$ cat config.mk
export PLATFORM = sky130hd
export DESIGN_NAME = sucs_uart_channel
export DESIGN_NICKNAME = d
export VERILOG_FILES = /design/src/sucs_pkg.sv /design/src/sucs_baud_gen.sv /design/src/sucs_uart_channel.sv
export VERILOG_INCLUDE_DIRS = /design/src
export SDC_FILE = /design/constraint.sdc
export NUM_CORES = 1
export LEC_CHECK = 0
export BUFFER_PORTS_ARGS = -buffer_cell sky130_fd_sc_hd__buf_4
export CORE_ASPECT_RATIO = 1.2
export CORE_MARGIN = 4
export CORE_UTILIZATION = 45
export DETAILED_ROUTE_END_ITERATION = 10
export PLACE_DENSITY = 0.69
export SETUP_SLACK_MARGIN = 0.2
export SLEW_MARGIN = 10
export SYNTH_ARGS = -nofsm -noshare
export SYNTH_HDL_FRONTEND = slang
export SYNTH_SLANG_ARGS = --single-unit
$ cat constraint.sdc
create_clock -name pclk -period 4.4 [get_ports pclk]
set_input_delay 0.88 -clock pclk [delete_from_list [all_inputs] [get_ports pclk]]
set_output_delay 0.88 -clock pclk [all_outputs]
set_load 0.02 [all_outputs]
$ cat src/sucs_cfg.svh
`ifndef SUCS_CFG_SVH
`define SUCS_CFG_SVH

// ****************************************
// Register byte offsets
// ****************************************
`define SUCS_OFS_COMM 8'h00
`define SUCS_OFS_DATA 8'h04
`define SUCS_OFS_LEVEL 8'h08
`define SUCS_OFS_GATE 8'h0c
`define SUCS_OFS_LATCH 8'h10
`define SUCS_OFS_DIR 8'h14
`define SUCS_OFS_FLAGS 8'h18
`define SUCS_OFS_MASK 8'h1c
`define SUCS_OFS_START 8'h20
`define SUCS_OFS_STOP 8'h24
`define SUCS_OFS_STATUS 8'h28
`define SUCS_OFS_MODE 8'h2c
`define SUCS_OFS_TXDATA 8'h30

// ****************************************
// Field positions
// ****************************************
`define SUCS_TXE_BIT 15
`define SUCS_RXE_BIT 14
`define SUCS_PTC_HI 9
`define SUCS_PTC_LO 8
`define SUCS_DIR_BIT 7
`define SUCS_SLC_HI 5
`define SUCS_SLC_LO 4
`define SUCS_DLS_HI 1
`define SUCS_DLS_LO 0
`define SUCS_DIV_HI 15
`define SUCS_DIV_LO 9
`define SUCS_FLAG_HI 4
`define SUCS_FLAG_LO 2
`define SUCS_TX_PIN 2
`define SUCS_RX_PIN 1

// ****************************************
// Reset values
// ****************************************
`define SUCS_RST_COMM 16'h0000
`define SUCS_RST_DIV 7'h00
`define SUCS_RST_LEVEL 1'b1
`define SUCS_RST_GATE 1'b0
`define SUCS_RST_LATCH 8'h04
`define SUCS_RST_DIR 8'hff
`define SUCS_RST_MASK 3'h7
`endif

$ cat src/sucs_pkg.sv
package sucs_pkg;
   typedef enum logic [2:0] {
      SUCS_IDLE, SUCS_START, SUCS_DATA, SUCS_PARITY, SUCS_STOP
   } sucs_frame_t;
endpackage : sucs_pkg

$ cat src/sucs_baud_gen.sv
module sucs_baud_gen
   import sucs_pkg::*;
   (
   input wire logic pclk,
   input wire logic presetn,
   input wire logic restart,
   input wire logic [6:0] div_sel,
   output logic half_tick,
   output logic full_tick
   );
   logic [7:0] cnt_reg;
   logic [7:0] term;
   logic [7:0] gap_reg;
   logic seen_reg;

   assign term = {div_sel, 1'b1};
   assign full_tick = !restart && (cnt_reg == term);
   assign half_tick = !restart && (cnt_reg == {1'b0, div_sel});

   // Period of 2(k+1) operation clocks
   always_ff @(posedge pclk or negedge presetn) begin
      if (!presetn) begin
         cnt_reg <= 8'h00;
      end else if (restart || full_tick) begin
         cnt_reg <= 8'h00;
      end else begin
         cnt_reg <= cnt_reg + 8'h01;
      end
   end

   always_ff @(posedge pclk or negedge presetn) begin
      if (!presetn) begin
         gap_reg <= 8'h00;
         seen_reg <= 1'b0;
      end else if (restart) begin
         gap_reg <= 8'h00;
         seen_reg <= 1'b0;
      end else if (full_tick) begin
         gap_reg <= 8'h00;
         seen_reg <= 1'b1;
      end else begin
         gap_reg <= gap_reg + 8'h01;
      end
   end
endmodule : sucs_baud_gen

$ cat src/sucs_uart_channel.sv
`include "sucs_cfg.svh"
module sucs_uart_channel
   import sucs_pkg::*;
   (
   input wire logic pclk,
   input wire logic presetn,
   input wire logic psel,
   input wire logic penable,
   input wire logic pwrite,
   input wire logic [7:0] paddr,
   input wire logic [31:0] pwdata,
   output logic [31:0] prdata,
   output logic pready,
   output logic pslverr,
   input wire logic serial_rx_pin,
   output logic serial_tx_pin_o,
   output logic serial_tx_pin_oe,
   output logic rx_error_irq,
   output logic rx_done_irq,
   output logic tx_done_irq
   );
   // ****************************************
   // Helpers
   // ****************************************
   function automatic logic is_mapped(input logic [7:0] a);
      case (a)
         `SUCS_OFS_COMM, `SUCS_OFS_DATA, `SUCS_OFS_LEVEL, `SUCS_OFS_GATE,
         `SUCS_OFS_LATCH, `SUCS_OFS_DIR, `SUCS_OFS_FLAGS, `SUCS_OFS_MASK,
         `SUCS_OFS_START, `SUCS_OFS_STOP, `SUCS_OFS_STATUS, `SUCS_OFS_MODE,
         `SUCS_OFS_TXDATA: is_mapped = 1'b1;
         default: is_mapped = 1'b0;
      endcase
   endfunction : is_mapped

   function automatic logic [3:0] frame_len(input logic [1:0] code);
      case (code)
         2'b01: frame_len = 4'h9;
         2'b10: frame_len = 4'h7;
         default: frame_len = 4'h8;
      endcase
   endfunction : frame_len

   function automatic logic [8:0] len_mask(input logic [1:0] code);
      case (code)
         2'b01: len_mask = 9'h1ff;
         2'b10: len_mask = 9'h07f;
         default: len_mask = 9'h0ff;
      endcase
   endfunction : len_mask

   function automatic logic [3:0] bit_pos(input logic [3:0] idx, input logic [1:0] code,
                                          input logic lsb);
      bit_pos = lsb ? idx : frame_len(code) - 4'h1 - idx;
   endfunction : bit_pos

   function automatic logic par_bit(input logic [1:0] ptc, input logic x);
      case (ptc)
         2'b10: par_bit = x;
         2'b11: par_bit = ~x;
         default: par_bit = 1'b0;
      endcase
   endfunction : par_bit

   // ****************************************
   // Registers
   // ****************************************
   logic [15:0] comm_reg;
   logic [6:0] div_reg;
   logic [8:0] rx_data_reg;
   logic level_reg;
   logic gate_reg;
   logic [7:0] latch_reg;
   logic [7:0] dir_reg;
   logic [2:0] flags_reg;
   logic [2:0] flags_next;
   logic [2:0] mask_reg;
   logic [1:0] enabled_reg;
   logic [1:0] mode_reg;
   logic [8:0] tx_data_reg;
   logic [31:0] prdata_reg;
   logic pslverr_reg;
   logic [31:0] rd_val;
   logic wr_acc;
   logic setup;
   logic [2:0] set_vec;

   logic [1:0] dls;
   logic [1:0] ptc;
   logic [1:0] slc;
   logic lsb_first;
   logic [1:0] stop_need;

   assign dls = comm_reg[`SUCS_DLS_HI:`SUCS_DLS_LO];
   assign ptc = comm_reg[`SUCS_PTC_HI:`SUCS_PTC_LO];
   assign slc = comm_reg[`SUCS_SLC_HI:`SUCS_SLC_LO];
   assign lsb_first = comm_reg[`SUCS_DIR_BIT];
   assign stop_need = (slc == 2'b10) ? 2'd2 : {1'b0, slc[0]};

   assign wr_acc = psel && penable && pwrite;
   assign setup = psel && !penable;
   assign pready = 1'b1;
   assign prdata = prdata_reg;
   assign pslverr = pslverr_reg;

   // ****************************************
   // Transmit and receive state
   // ****************************************
   sucs_frame_t tx_state;
   sucs_frame_t rx_state;
   logic [3:0] tx_idx_reg;
   logic [1:0] tx_stops_reg;
   logic tx_bit_reg;
   logic tx_done_set;
   logic [3:0] rx_idx_reg;
   logic [1:0] rx_stops_reg;
   logic [8:0] rx_shift_reg;
   logic rx_perr_reg;
   logic rx_ferr_reg;
   logic rx_done_set;
   logic rx_err_set;
   logic tx_go;
   logic tx_half;
   logic tx_tick;
   logic rx_half;
   logic rx_tick;
   logic rx_sync1_reg;
   logic rx_sync2_reg;
   logic rx_prev_reg;
   logic rx_s;
   logic rx_fall;
   logic rx_armed;
   logic tx_parity;
   logic tx_line;

   assign rd_val = (paddr == `SUCS_OFS_COMM) ? {16'h0000, comm_reg} :
                   (paddr == `SUCS_OFS_DATA) ? {16'h0000, div_reg, rx_data_reg} :
                   (paddr == `SUCS_OFS_LEVEL) ? {31'h0, level_reg} :
                   (paddr == `SUCS_OFS_GATE) ? {31'h0, gate_reg} :
                   (paddr == `SUCS_OFS_LATCH) ? {24'h0, latch_reg} :
                   (paddr == `SUCS_OFS_DIR) ? {24'h0, dir_reg} :
                   (paddr == `SUCS_OFS_FLAGS) ? {27'h0, flags_reg, 2'b00} :
                   (paddr == `SUCS_OFS_MASK) ? {27'h0, mask_reg, 2'b00} :
                   (paddr == `SUCS_OFS_STATUS) ?
                      {28'h0, rx_state != SUCS_IDLE, tx_state != SUCS_IDLE, enabled_reg} :
                   (paddr == `SUCS_OFS_MODE) ? {30'h0, mode_reg} :
                   (paddr == `SUCS_OFS_TXDATA) ? {23'h0, tx_data_reg} : 32'h0;

   // ****************************************
   // Bus answer, taken at setup
   // ****************************************
   always_ff @(posedge pclk or negedge presetn) begin
      if (!presetn) begin
         prdata_reg <= 32'h0;
         pslverr_reg <= 1'b0;
      end else if (setup) begin
         prdata_reg <= pwrite ? 32'h0 : rd_val;
         pslverr_reg <= !is_mapped(paddr);
      end
   end

   always_ff @(posedge pclk or negedge presetn) begin
      if (!presetn) begin
         comm_reg <= `SUCS_RST_COMM;
         div_reg <= `SUCS_RST_DIV;
         level_reg <= `SUCS_RST_LEVEL;
         gate_reg <= `SUCS_RST_GATE;
         latch_reg <= `SUCS_RST_LATCH;
         dir_reg <= `SUCS_RST_DIR;
         mask_reg <= `SUCS_RST_MASK;
         mode_reg <= 2'b00;
      end else if (wr_acc) begin
         case (paddr)
            `SUCS_OFS_COMM: comm_reg <= pwdata[15:0];
            `SUCS_OFS_DATA: div_reg <= pwdata[`SUCS_DIV_HI:`SUCS_DIV_LO];
            `SUCS_OFS_LEVEL: level_reg <= pwdata[0];
            `SUCS_OFS_GATE: gate_reg <= pwdata[0];
            `SUCS_OFS_LATCH: latch_reg <= pwdata[7:0];
            `SUCS_OFS_DIR: dir_reg <= pwdata[7:0];
            `SUCS_OFS_MASK: mask_reg <= pwdata[`SUCS_FLAG_HI:`SUCS_FLAG_LO];
            `SUCS_OFS_MODE: mode_reg <= pwdata[1:0];
            default: begin
            end
         endcase
      end
   end

   // Channel start and stop; a start wins over a stop
   always_ff @(posedge pclk or negedge presetn) begin
      if (!presetn) begin
         enabled_reg <= 2'b00;
      end else begin
         enabled_reg <= (enabled_reg
                         & ~((wr_acc && paddr == `SUCS_OFS_STOP) ? pwdata[1:0] : 2'b00))
                        | ((wr_acc && paddr == `SUCS_OFS_START) ? pwdata[1:0] : 2'b00);
      end
   end

   // Request flags; hardware set wins over software write
   assign set_vec = {rx_err_set, rx_done_set, tx_done_set};
   assign flags_next = ((wr_acc && paddr == `SUCS_OFS_FLAGS)
                        ? pwdata[`SUCS_FLAG_HI:`SUCS_FLAG_LO] : flags_reg) | set_vec;

   always_ff @(posedge pclk or negedge presetn) begin
      if (!presetn) begin
         flags_reg <= 3'b000;
      end else begin
         flags_reg <= flags_next;
      end
   end

   assign rx_error_irq = flags_reg[2] && !mask_reg[2];
   assign rx_done_irq = flags_reg[1] && !mask_reg[1];
   assign tx_done_irq = flags_reg[0] && !mask_reg[0];

   // ****************************************
   // Transmit channel
   // ****************************************
   assign tx_go = wr_acc && paddr == `SUCS_OFS_TXDATA && tx_state == SUCS_IDLE
                  && enabled_reg[0] && comm_reg[`SUCS_TXE_BIT];
   assign tx_parity = par_bit(ptc, ^(tx_data_reg & len_mask(dls)));

   sucs_baud_gen u_tx_baud (
      .pclk(pclk),
      .presetn(presetn),
      .restart(tx_go),
      .div_sel(div_reg),
      .half_tick(tx_half),
      .full_tick(tx_tick)
   );

   always_ff @(posedge pclk or negedge presetn) begin
      if (!presetn) begin
         tx_state <= SUCS_IDLE;
         tx_data_reg <= 9'h000;
         tx_idx_reg <= 4'h0;
         tx_stops_reg <= 2'd0;
         tx_bit_reg <= 1'b1;
         tx_done_set <= 1'b0;
      end else begin
         tx_done_set <= 1'b0;
         case (tx_state)
            SUCS_IDLE: begin
               if (tx_go) begin
                  tx_data_reg <= pwdata[8:0];
                  tx_bit_reg <= 1'b0;
                  tx_state <= SUCS_START;
               end
            end
            SUCS_START: begin
               if (tx_tick) begin
                  tx_idx_reg <= 4'h0;
                  tx_bit_reg <= tx_data_reg[bit_pos(4'h0, dls, lsb_first)];
                  tx_state <= SUCS_DATA;
               end
            end
            SUCS_DATA: begin
               if (tx_tick) begin
                  if (tx_idx_reg == frame_len(dls) - 4'h1) begin
                     if (ptc != 2'b00) begin
                        tx_bit_reg <= tx_parity;
                        tx_state <= SUCS_PARITY;
                     end else if (stop_need != 2'd0) begin
                        tx_bit_reg <= 1'b1;
                        tx_stops_reg <= 2'd1;
                        tx_state <= SUCS_STOP;
                     end else begin
                        tx_bit_reg <= 1'b1;
                        tx_done_set <= 1'b1;
                        tx_state <= SUCS_IDLE;
                     end
                  end else begin
                     tx_idx_reg <= tx_idx_reg + 4'h1;
                     tx_bit_reg <= tx_data_reg[bit_pos(tx_idx_reg + 4'h1, dls, lsb_first)];
                  end
               end
            end
            SUCS_PARITY: begin
               if (tx_tick) begin
                  tx_bit_reg <= 1'b1;
                  tx_stops_reg <= 2'd1;
                  if (stop_need != 2'd0) begin
                     tx_state <= SUCS_STOP;
                  end else begin
                     tx_done_set <= 1'b1;
                     tx_state <= SUCS_IDLE;
                  end
               end
            end
            SUCS_STOP: begin
               if (tx_tick) begin
                  if (tx_stops_reg < stop_need) begin
                     tx_stops_reg <= tx_stops_reg + 2'd1;
                  end else begin
                     tx_done_set <= 1'b1;
                     tx_state <= SUCS_IDLE;
                  end
               end
            end
            default: tx_state <= SUCS_IDLE;
         endcase
      end
   end

   // Line idles at the level bit; frames pass only while the gate is open
   assign tx_line = (gate_reg && tx_state != SUCS_IDLE) ? tx_bit_reg : level_reg;
   assign serial_tx_pin_o = latch_reg[`SUCS_TX_PIN] && tx_line;
   assign serial_tx_pin_oe = !dir_reg[`SUCS_TX_PIN];

   // ****************************************
   // Receive channel
   // ****************************************
   always_ff @(posedge pclk or negedge presetn) begin
      if (!presetn) begin
         rx_sync1_reg <= 1'b1;
         rx_sync2_reg <= 1'b1;
         rx_prev_reg <= 1'b1;
      end else begin
         rx_sync1_reg <= serial_rx_pin;
         rx_sync2_reg <= rx_sync1_reg;
         rx_prev_reg <= rx_s;
      end
   end

   assign rx_s = rx_sync2_reg ^ mode_reg[1];
   assign rx_fall = rx_prev_reg && !rx_s;
   assign rx_armed = enabled_reg[1] && comm_reg[`SUCS_RXE_BIT] && mode_reg[0]
                     && dir_reg[`SUCS_RX_PIN];

   sucs_baud_gen u_rx_baud (
      .pclk(pclk),
      .presetn(presetn),
      .restart(rx_state == SUCS_IDLE),
      .div_sel(div_reg),
      .half_tick(rx_half),
      .full_tick(rx_tick)
   );

   always_ff @(posedge pclk or negedge presetn) begin
      if (!presetn) begin
         rx_state <= SUCS_IDLE;
         rx_idx_reg <= 4'h0;
         rx_stops_reg <= 2'd0;
         rx_shift_reg <= 9'h000;
         rx_data_reg <= 9'h000;
         rx_perr_reg <= 1'b0;
         rx_ferr_reg <= 1'b0;
         rx_done_set <= 1'b0;
         rx_err_set <= 1'b0;
      end else begin
         rx_done_set <= 1'b0;
         rx_err_set <= 1'b0;
         case (rx_state)
            SUCS_IDLE: begin
               if (rx_armed && rx_fall) begin
                  rx_shift_reg <= 9'h000;
                  rx_perr_reg <= 1'b0;
                  rx_ferr_reg <= 1'b0;
                  rx_state <= SUCS_START;
               end
            end
            SUCS_START: begin
               if (rx_half) begin
                  rx_idx_reg <= 4'h0;
                  rx_state <= rx_s ? SUCS_IDLE : SUCS_DATA;
               end
            end
            SUCS_DATA: begin
               if (rx_half) begin
                  rx_shift_reg[bit_pos(rx_idx_reg, dls, lsb_first)] <= rx_s;
                  rx_idx_reg <= rx_idx_reg + 4'h1;
                  if (rx_idx_reg == frame_len(dls) - 4'h1) begin
                     rx_stops_reg <= 2'd1;
                     rx_state <= (ptc != 2'b00) ? SUCS_PARITY
                               : (stop_need != 2'd0) ? SUCS_STOP : SUCS_IDLE;
                     rx_done_set <= (ptc == 2'b00) && (stop_need == 2'd0);
                  end
               end
            end
            SUCS_PARITY: begin
               if (rx_half) begin
                  rx_perr_reg <= ptc[1] && (rx_s != par_bit(ptc, ^rx_shift_reg));
                  rx_state <= (stop_need != 2'd0) ? SUCS_STOP : SUCS_IDLE;
                  rx_done_set <= (stop_need == 2'd0);
               end
            end
            SUCS_STOP: begin
               if (rx_half) begin
                  if (!rx_s) begin
                     rx_ferr_reg <= 1'b1;
                  end
                  if (rx_stops_reg < stop_need) begin
                     rx_stops_reg <= rx_stops_reg + 2'd1;
                  end else begin
                     rx_done_set <= 1'b1;
                     rx_state <= SUCS_IDLE;
                  end
               end
            end
            default: rx_state <= SUCS_IDLE;
         endcase
         if (rx_done_set) begin
            rx_data_reg <= rx_shift_reg;
            rx_err_set <= rx_perr_reg || rx_ferr_reg;
         end
      end
   end
endmodule : sucs_uart_channel

==> results of run 1 <==
-- cell families after synthesis --
family | share of synthesized area (%)
buffers and inverters | 4.781
other | 0.09440
xor gates and xnor gates | 6.873
adders and majority gates | 3.020
muxes | 9.578
AOI/OAI and AO/OA | 14.82
DFF | 43.68
and+or+nand+nor | 17.16
-- cell usage in the layout (no fill, tap or decap), types with 7 or more instances in the layout --
master,Yosys,routed
a21oi_1,38,38
a22oi_1,10,10
and2_1,8,8
and3_1,10,10
buf_4,18,60
clkbuf_16,0,17
conb_1,2,17
dfrtp_1,121,121
dfstp_2,17,17
ha_1,16,16
inv_1,24,24
mux2_2,55,55
mux2i_1,12,12
nand2_1,68,68
nand2b_1,11,11
nand3_1,23,23
nand4_1,7,7
nor2_1,69,69
nor2b_1,10,10
nor3_1,18,18
nor4_1,13,12
o21ai_0,61,61
or2_2,10,10
xnor2_1,34,34
xor2_1,24,24
-- stage by stage --
step	area [µm²]	worst slack [ns]	instances	total power, mW
after floorplan	8011	1.496	834	1.734
final	9086	1.215	1091	3.388
after global placement	8464	1.258	1059	1.871
after CTS	9086	1.213	1091	3.404
after global routing	9086	0.9979	1091	3.534
after detailed placement	8464	1.236	1059	1.881
-- routing by layer --
metal,share of wire [%],up-vias,track usage (%)
met5,0,-,0
met1,43,3136,28.35
met4,1.8,0,6.353
li1,-,2978,-
met3,5.0,27,3.544
met2,50,184,34.24
-- cell type report --
cell class              instances  area share [%]
inverters                      24          0.9915
clock inverters                15           2.162
repair buffers                 61           5.081
clock buffers                  17           4.682
flip-flops and latches        138           38.24
well taps                     220           3.029
multi-input cells             616           45.81
-- worst paths after layout --
kind	from	to	cells after the start
max	comm_reg[1]	rx_shift_reg[4]	12
min	rx_sync1_reg	rx_sync2_reg	0
max reg2reg	comm_reg[1]	rx_shift_reg[4]	12
min reg2reg	rx_sync1_reg	rx_sync2_reg	0
max in group asynchronous	presetn	mask_reg[0]	2
min in group asynchronous	presetn	latch_reg[4]	1
-- Yosys cell counts, types with 23 or more instances --
master      n  area, µm²
dfrtp_1   121       3028
nor2_1     69      259.0
nand2_1    68      255.2
o21ai_0    61      305.3
mux2_2     55      619.3
a21oi_1    38      190.2
xnor2_1    34      297.8
clkbuf_1   28      105.1
inv_1      24      90.09
xor2_1     24      210.2
nand3_1    23      115.1
-- power by group through the flow --
stage          clock [mW]  sequential (mW)  combinational, mW
2_1_floorplan           0             1.39              0.348
3_3_place_gp            0             1.42              0.452
3_5_place_dp            0             1.42              0.460
4_1_cts              1.54             1.40              0.464
5_1_grt              1.60             1.41              0.526
6_report             1.52             1.40              0.465
==> results.ini, run 1 <==
[run_status]
outcome = completed

[cells_and_area]
fin_util_pct = 52.10
fillers = 1611
drive_above_1_share_pct = 21.93
insertedDiodeCount = 0
nets = 922
multi_input_area_mm2 = 0.004163
area_growth_pct = 14.22
seq_area_mm2 = 0.003475

[die]
start_util_pct = 45.61
die_x_um = 129.4
die-area_mm2 = 0.01988
coreArea_mm2 = 0.01744
pin_count = 85
row_count = 53
die_h_um = 153.7

[power]
intPower_mw = 2.374
power_leakage_nw = 4.020
p_per_area_mw_per_mm2 = 372.8
peakVddDrop_uv = 257.9
swShare_pct = 29.91
seqPwrFrac_pct = 41.3
pwr-share-comb_pct = 13.7
p_sw_mw = 1.013
clkPwrFrac_pct = 44.9

[synth]
synth_ff_type = dfrtp_1
syn_avg_cell_area_um2 = 9.713
synth-edff-count = 0
postSynth.asyncResetShare_pct = 100.0
synthCells = 819
synth_area_mm2 = 0.007955
post_synth_num_cell_types = 73
yosys_warnings = 0
yosysSeqAreaShare_pct = 43.68
synth-seq-cells = 138

[placement]
io_buffers = 51
gp_congestion = 0.8948
dp_hpwl_mm = 14.63

[timing]
slew_headroom_pct = 32.91
fmax_mhz = 314.0
fin_crit_ns = 3.185
period_share_pct = 72.38
final-hold-violation-count = 0
grt_setup_unrepaired = no
finalSetupViolCount = 0
drv_slew = 0
tightest_slew_ns = 1.003
fin_hold_ws_ns = 0.3584
fin_skew_ns = 0.009195
tns_ns = 0

[routing]
wl_per_cell_um = 18.55
routed_wl_mm = 20.24
first_pass_iters = 5
drc = 0
via_count = 6325
via_per_inst = 5.797
drt_iter0_markers = 603
ant_nets = 0

[worst_setup_path]
crit_buf_inv = 3
crit_family = simple AND/OR/NAND/NOR gates
crit_path_start_kind = flop
cp_max_fo = 13
crit_chain = inv_1, ha_1, inv_1, ha_1, nor2b_1, o21a_1, or3_1, a21o_1, xnor2_1, buf_4, nor4_1, mux2i_1
endpoint_kind = flop
worstSetupPathType = reg2reg
cpMaxStageDelayCell = dfrtp_1
cp.required_ns = 4.75
rrSetupSlack_ns = 1.22
worstPathArrival_ns = 3.54
worst_path_largest_cell_delay_ns = 0.44

[clock_network]
clk_pin_slew_ns = 0.06
htree_levels = 4
cts_tree = done
numCtsBuffers = 17
cts_hold_buf = 0
cts_root_buf = clkbuf_16
cts_sinks = 138
cts_buffer_depth = 2
clock_latency_ns = 0.43
post-cts-setup-buffers = 0
cts-resized-gates = 0

[global_routing]
grt-ovfl-total = 0
grt_max_degree = 100
grt_pass1_vias = 6077
grt_pass1_wl_mm = 32.53
grt_use_total_pct = 20.89
grt_antenna_before_repair = 0

[min_path]
hold_path.class = reg2reg

[flow_run]
maxCapViolations = 0

No activity file was read; power rests on OpenSTA's default activity.
==> run 2: changes to the inputs <==
clock period = 3.1 ns   (was 4.4 ns; I/O delays follow)
==> results.ini, run 2 (synthesized netlist as in run 1, its figures left out) <==
[cells_and_area]
drive_above_1_share_pct = 24.78  ; +2.8 points
instances_no_fill = 1112  ; +1.9%
layout_common_cells = dfrtp_1 (121), buf_4 (79), nor2_1 (69), nand2_1 (68), o21ai_0 (61)
area_growth_pct = 17.03
final_common_cell = dfrtp_1
nets = 943  ; +2.3%
insertedDiodeCount = 0  ; unchanged

[placement]
io_buffers = 51  ; unchanged
dp.cells = 1076  ; +1.6%
gp_congestion = 0.8887  ; -0.68%
dp_hpwl_mm = 15.12  ; +3.4%
dp_slack_ns = 0.2506  ; -0.9857 ns

[routing]
wl_per_cell_um = 18.27  ; -1.5%
ant_nets = 0  ; unchanged
via_per_inst = 5.762  ; -0.62%
drt_iter0_markers = 553  ; -8.3%
drc = 0  ; unchanged
routed_wl_mm = 20.32  ; +0.40%
via_count = 6407  ; +1.3%
first_pass_iters = 5  ; unchanged

[flow_run]
maxCapViolations = 0  ; unchanged

[min_path]
hold_path.class = in2async

[clock_network]
cts_hold_buf = 0  ; unchanged
numCtsBuffers = 17  ; unchanged
htree_levels = 4  ; unchanged
cts_buffer_depth = 2  ; unchanged
cts_tree = done
clk_pin_slew_ns = 0.07  ; about the same
cts_sinks = 138  ; unchanged
cts_root_buf = clkbuf_16
clock_latency_ns = 0.43  ; about the same

[power]
power_leakage_nw = 4.120  ; +2.5%
p_per_area_mw_per_mm2 = 506.1  ; +36%
peakVddDrop_uv = 326.3  ; +26%

[global_routing]
grt_pass1_vias = 6277  ; +3.3%
grt_pass1_wl_mm = 32.86  ; +1.0%
grt_antenna_before_repair = 0  ; unchanged
grt_max_degree = 61  ; -39%
grt-ovfl-total = 0  ; unchanged
grt_use_total_pct = 21.07  ; +0.19 points

[timing]
tns_ns = 0  ; unchanged
fin_skew_ns = 0.01479  ; +0.005591 ns
fin_hold_ws_ns = 0.1264  ; -0.2321 ns
fin_ws_ns = 0.3563  ; -0.8591 ns
grt_setup_unrepaired = no
fmax_mhz = 364.5  ; +16%
slew_headroom_pct = 47.77  ; +15 points
tightest_slew_ns = 0.7835  ; -0.2191 ns
period_share_pct = 88.50  ; +16 points
finalSetupViolCount = 0  ; unchanged
fin_crit_ns = 2.744  ; -0.4409 ns
final-hold-violation-count = 0  ; unchanged
drv_slew = 0  ; unchanged

[worst_setup_path]
worstSetupPathType = reg2reg
crit_buf_inv = 3  ; unchanged
worstPathArrival_ns = 3.09  ; -0.45 ns
cp.required_ns = 3.45  ; -1.30 ns
reg2reg_depth = 12  ; unchanged
cpMaxStageDelayCell = dfrtp_1
endpoint_kind = flop
cp_max_fo = 13  ; unchanged
crit_path_start_kind = flop
worst_path_largest_cell_delay_ns = 0.40  ; -0.04 ns
crit_family = simple AND/OR/NAND/NOR gates
cp.depth = 12  ; unchanged
crit_chain = inv_1, ha_1, inv_1, ha_1, nor2b_1, o21a_1, or3_1, a21o_1, xnor2_1, buf_6, nor4_4, mux2i_1

[die]
die-area_mm2 = 0.01988  ; unchanged
pin_count = 85  ; unchanged
row_count = 53  ; unchanged
die_h_um = 153.7  ; unchanged
die_x_um = 129.4  ; unchanged
start_util_pct = 45.61  ; unchanged
coreArea_mm2 = 0.01744  ; unchanged

[run_status]
outcome = completed

-- run 2: changes by cell type in the layout (fill, tap and decap cells not counted), sizes merged --
cell	previous run	this run
inv	35	34
buf	61	82
clkinvlp	0	1
clkinv	2	4
bufinv	2	0
-- run 2: area by class of cell --
| cell class | instances | area, µm² |
|---|---|---|
| clock buffers | 17 | 425.4 |
| flip-flops and latches | 138 | 3475 |
| fillers | 1542 | 8130 |
| inverters | 24 | 90.09 |
| repair buffers | 82 | 635.6 |
| clock inverters | 15 | 167.7 |
| well taps | 220 | 275.3 |
| multi-input cells | 616 | 4242 |
-- run 2: worst paths after layout --
path	endpoint	start	slack, ns
worst min register to register	rx_sync2_reg	rx_sync1_reg	0.36
worst max register to register	rx_shift_reg[6]	comm_reg[1]	0.36
min in group pclk	rx_sync1_reg	serial_rx_pin	0.30
worst min-delay path	latch_reg[4]	presetn	0.13
worst max-delay path	rx_shift_reg[6]	comm_reg[1]	0.36
max in group asynchronous	tx_bit_reg	presetn	2.16
-- run 2: worst register-to-register path, delay by kind of cell (launching register included) --
kind,cells,cell delay (ns)
buffers and inverters,3,0.36
adders and majority gates,2,0.46
muxes,1,0.23
xor gates and xnor gates,1,0.13
AOI/OAI and AO/OA,2,0.36
and+or+nand+nor,3,0.73
DFF,1,0.40
-- run 2: per-layer routing --
layer  global-route usage, %  wire, µm
met1                   27.10      8535
met2                   35.03     10420
met3                   3.544       745
met4                   8.754       622
met5                       0         0
-- run 2: repair_timing --
action | CTS | global route
gates resized for setup | 0 | 13
hold endpoints to repair | 0 | 0
buffers inserted | 0 | 4
setup endpoints to repair | 0 | 12
-- run 2: where the power goes --
group | switching, mW | total [mW] | internal (mW)
Sequential | 0.102 | 1.98 | 1.88
Clock | 0.929 | 2.01 | 1.09
Combinational | 0.429 | 0.718 | 0.289
-- run 2: through the flow --
step	total power, mW	utilization (%)	instance area, µm²
floorplan	2.462	-	8013
global placement	2.687	49.34	8605
detailed placement	2.701	49.34	8605
CTS	4.719	52.74	9198
global route	4.930	53.38	9310
finish	4.712	53.38	9310
==> run 3: changes to the inputs <==
SYNTH_HIERARCHICAL = 1   (was default)
==> results.ini, run 3 <==
[timing]
slew_headroom_pct = 59.14  ; +11 points
tns_ns = 0  ; unchanged
fin_hold_ws_ns = 0.1754  ; +0.04905 ns
fin_crit_ns = 2.724  ; -0.01951 ns
period_share_pct = 87.88  ; -0.63 points
fin_skew_ns = 0.01188  ; -0.002910 ns
fmax_mhz = 367.1  ; +0.72%
tightest_slew_ns = 0.5974  ; -0.1861 ns
final-hold-violation-count = 0  ; unchanged
drv_slew = 0  ; unchanged
finalSetupViolCount = 0  ; unchanged
grt_setup_unrepaired = no

[worst_setup_path]
crit_path_start_kind = flop
reg2reg_from = comm_reg[0]
reg2reg_depth = 12  ; unchanged
rrSetupSlack_ns = 0.38  ; +0.02 ns
endpoint_kind = flop
cp_max_fo = 4  ; -9
timing.rr.end = tx_bit_reg
cp.required_ns = 3.44  ; about the same
worstPathArrival_ns = 3.07  ; -0.02 ns
worstSetupPathType = reg2reg

[die]
row_count = 53  ; unchanged
coreArea_mm2 = 0.01771  ; +1.5%
pin_count = 85  ; unchanged
start_util_pct = 46.26  ; +0.65 points
die_x_um = 131.2  ; +1.4%
die_h_um = 155.8  ; +1.4%
die-area_mm2 = 0.02043  ; +2.8%

[clock_network]
cts_sinks = 138  ; unchanged
clock_latency_ns = 0.44  ; about the same
cts_root_buf = clkbuf_16
numCtsBuffers = 17  ; unchanged
htree_levels = 4  ; unchanged
cts_hold_buf = 0  ; unchanged
clk_pin_slew_ns = 0.06  ; about the same
cts-resized-gates = 0  ; unchanged
cts_buffer_depth = 2  ; unchanged
post-cts-setup-buffers = 0  ; unchanged
cts_tree = done

[placement]
dp_hpwl_mm = 15.39  ; +1.8%
io_buffers = 51  ; unchanged
gp_congestion = 0.8918  ; +0.35%
place_area_mm2 = 0.008820  ; +2.5%

[routing]
drc = 0  ; unchanged
ant_nets = 0  ; unchanged
wl_per_cell_um = 18.28  ; about the same
via_per_inst = 5.861  ; +1.7%
via_count = 6676  ; +4.2%
routed_wl_mm = 20.82  ; +2.5%
first_pass_iters = 5  ; unchanged
drt_iter0_markers = 610  ; +10%

[cells_and_area]
layout_common_cells = dfrtp_1 (121), nand2_1 (107), buf_4 (84), o21ai_0 (61), mux2_2 (53)
area_growth_pct = 15.38
fillers = 1601  ; +3.8%
insertedDiodeCount = 0  ; unchanged
nets = 970  ; +2.9%
drive_above_1_share_pct = 23.83  ; -0.95 points
final_common_cell = dfrtp_1
fin_area_mm2 = 0.009450  ; +1.5%

[global_routing]
grt_antenna_before_repair = 0  ; unchanged
grt_pass1_vias = 6417  ; +2.2%
grt_max_degree = 64  ; +4.9%
grt_pass1_wl_mm = 33.74  ; +2.7%
grt-ovfl-total = 0  ; unchanged
grt_use_total_pct = 20.49  ; -0.58 points

[run_status]
outcome = completed

[synth]
synthCells = 848  ; +3.5%
synth_area_mm2 = 0.008190  ; +3.0%
yosys_warnings = 6  ; +6
syn_avg_cell_area_um2 = 9.658  ; -0.56%

[flow_run]
maxCapViolations = 0  ; unchanged

[power]
peakVddDrop_uv = 435.2  ; +33%
p_per_area_mw_per_mm2 = 479.4  ; -5.3%
power_leakage_nw = 4.262  ; +3.4%

[min_path]
hold_path.class = in2async

run 3: metal layers:
layer	up-vias	share of wire, %	global-route usage (%)
met1	3310	43	26.54
met3	39	4.3	3.484
met2	198	51	35.13
met4	0	2.4	7.104
met5	-	0	0
li1	3129	-	-
run 3: critical path, cell delays in order (launching register included):
cell and delay, ns:
dfrtp_1 0.38, inv_1 0.14, ha_4 0.23, inv_2 0.09
ha_1 0.17, inv_1 0.06, fa_1 0.49, inv_1 0.06
mux2i_2 0.23, mux4_2 0.35, mux2i_1 0.17, mux2_2 0.18
o211ai_1 0.07
run 3: through the flow:
step | utilization [%] | worst slack [ns] | total power [mW] | instances
floorplan | - | 0.05250 | 2.270 | 863
global placement | 49.81 | 0.2688 | 2.420 | 1107
detailed placement | 49.81 | 0.2551 | 2.425 | 1107
CTS | 53.28 | 0.2949 | 4.553 | 1139
global route | 53.37 | 0.2005 | 4.702 | 1139
finish | 53.37 | 0.3759 | 4.530 | 1139
run 3: worst max path at each step:
stage / slack (ns) / end / depth (start not counted) / start
floorplan: 0.05 / tx_state[0] / 11 / paddr[1]
global placement: 0.27 / tx_state[0] / 11 / paddr[1]
detailed placement: 0.26 / tx_bit_reg / 10 / paddr[1]
CTS: 0.29 / tx_bit_reg / 12 / comm_reg[0]
global route: 0.20 / tx_bit_reg / 12 / comm_reg[0]
finish: 0.38 / tx_bit_reg / 12 / comm_reg[0]
run 3: cell type report:
type                            count  area (µm²)  share of cell area (%)
Clock inverter                     14       175.2                   1.854
Multi-Input combinational cell    637        4343                   45.96
Clock buffer                       18       439.2                   4.647
Timing Repair Buffer               85       641.9                   6.792
Inverter                           27       101.3                   1.072
Tap cell                          220       275.3                   2.913
Sequential cell                   138        3475                   36.77
run 3: report_power, final:
group	total [mW]	internal, mW	switching, mW
Sequential	1.91	1.85	0.0610
Combinational	0.486	0.190	0.296
Clock	2.13	1.24	0.885
Total	4.53	3.29	1.24
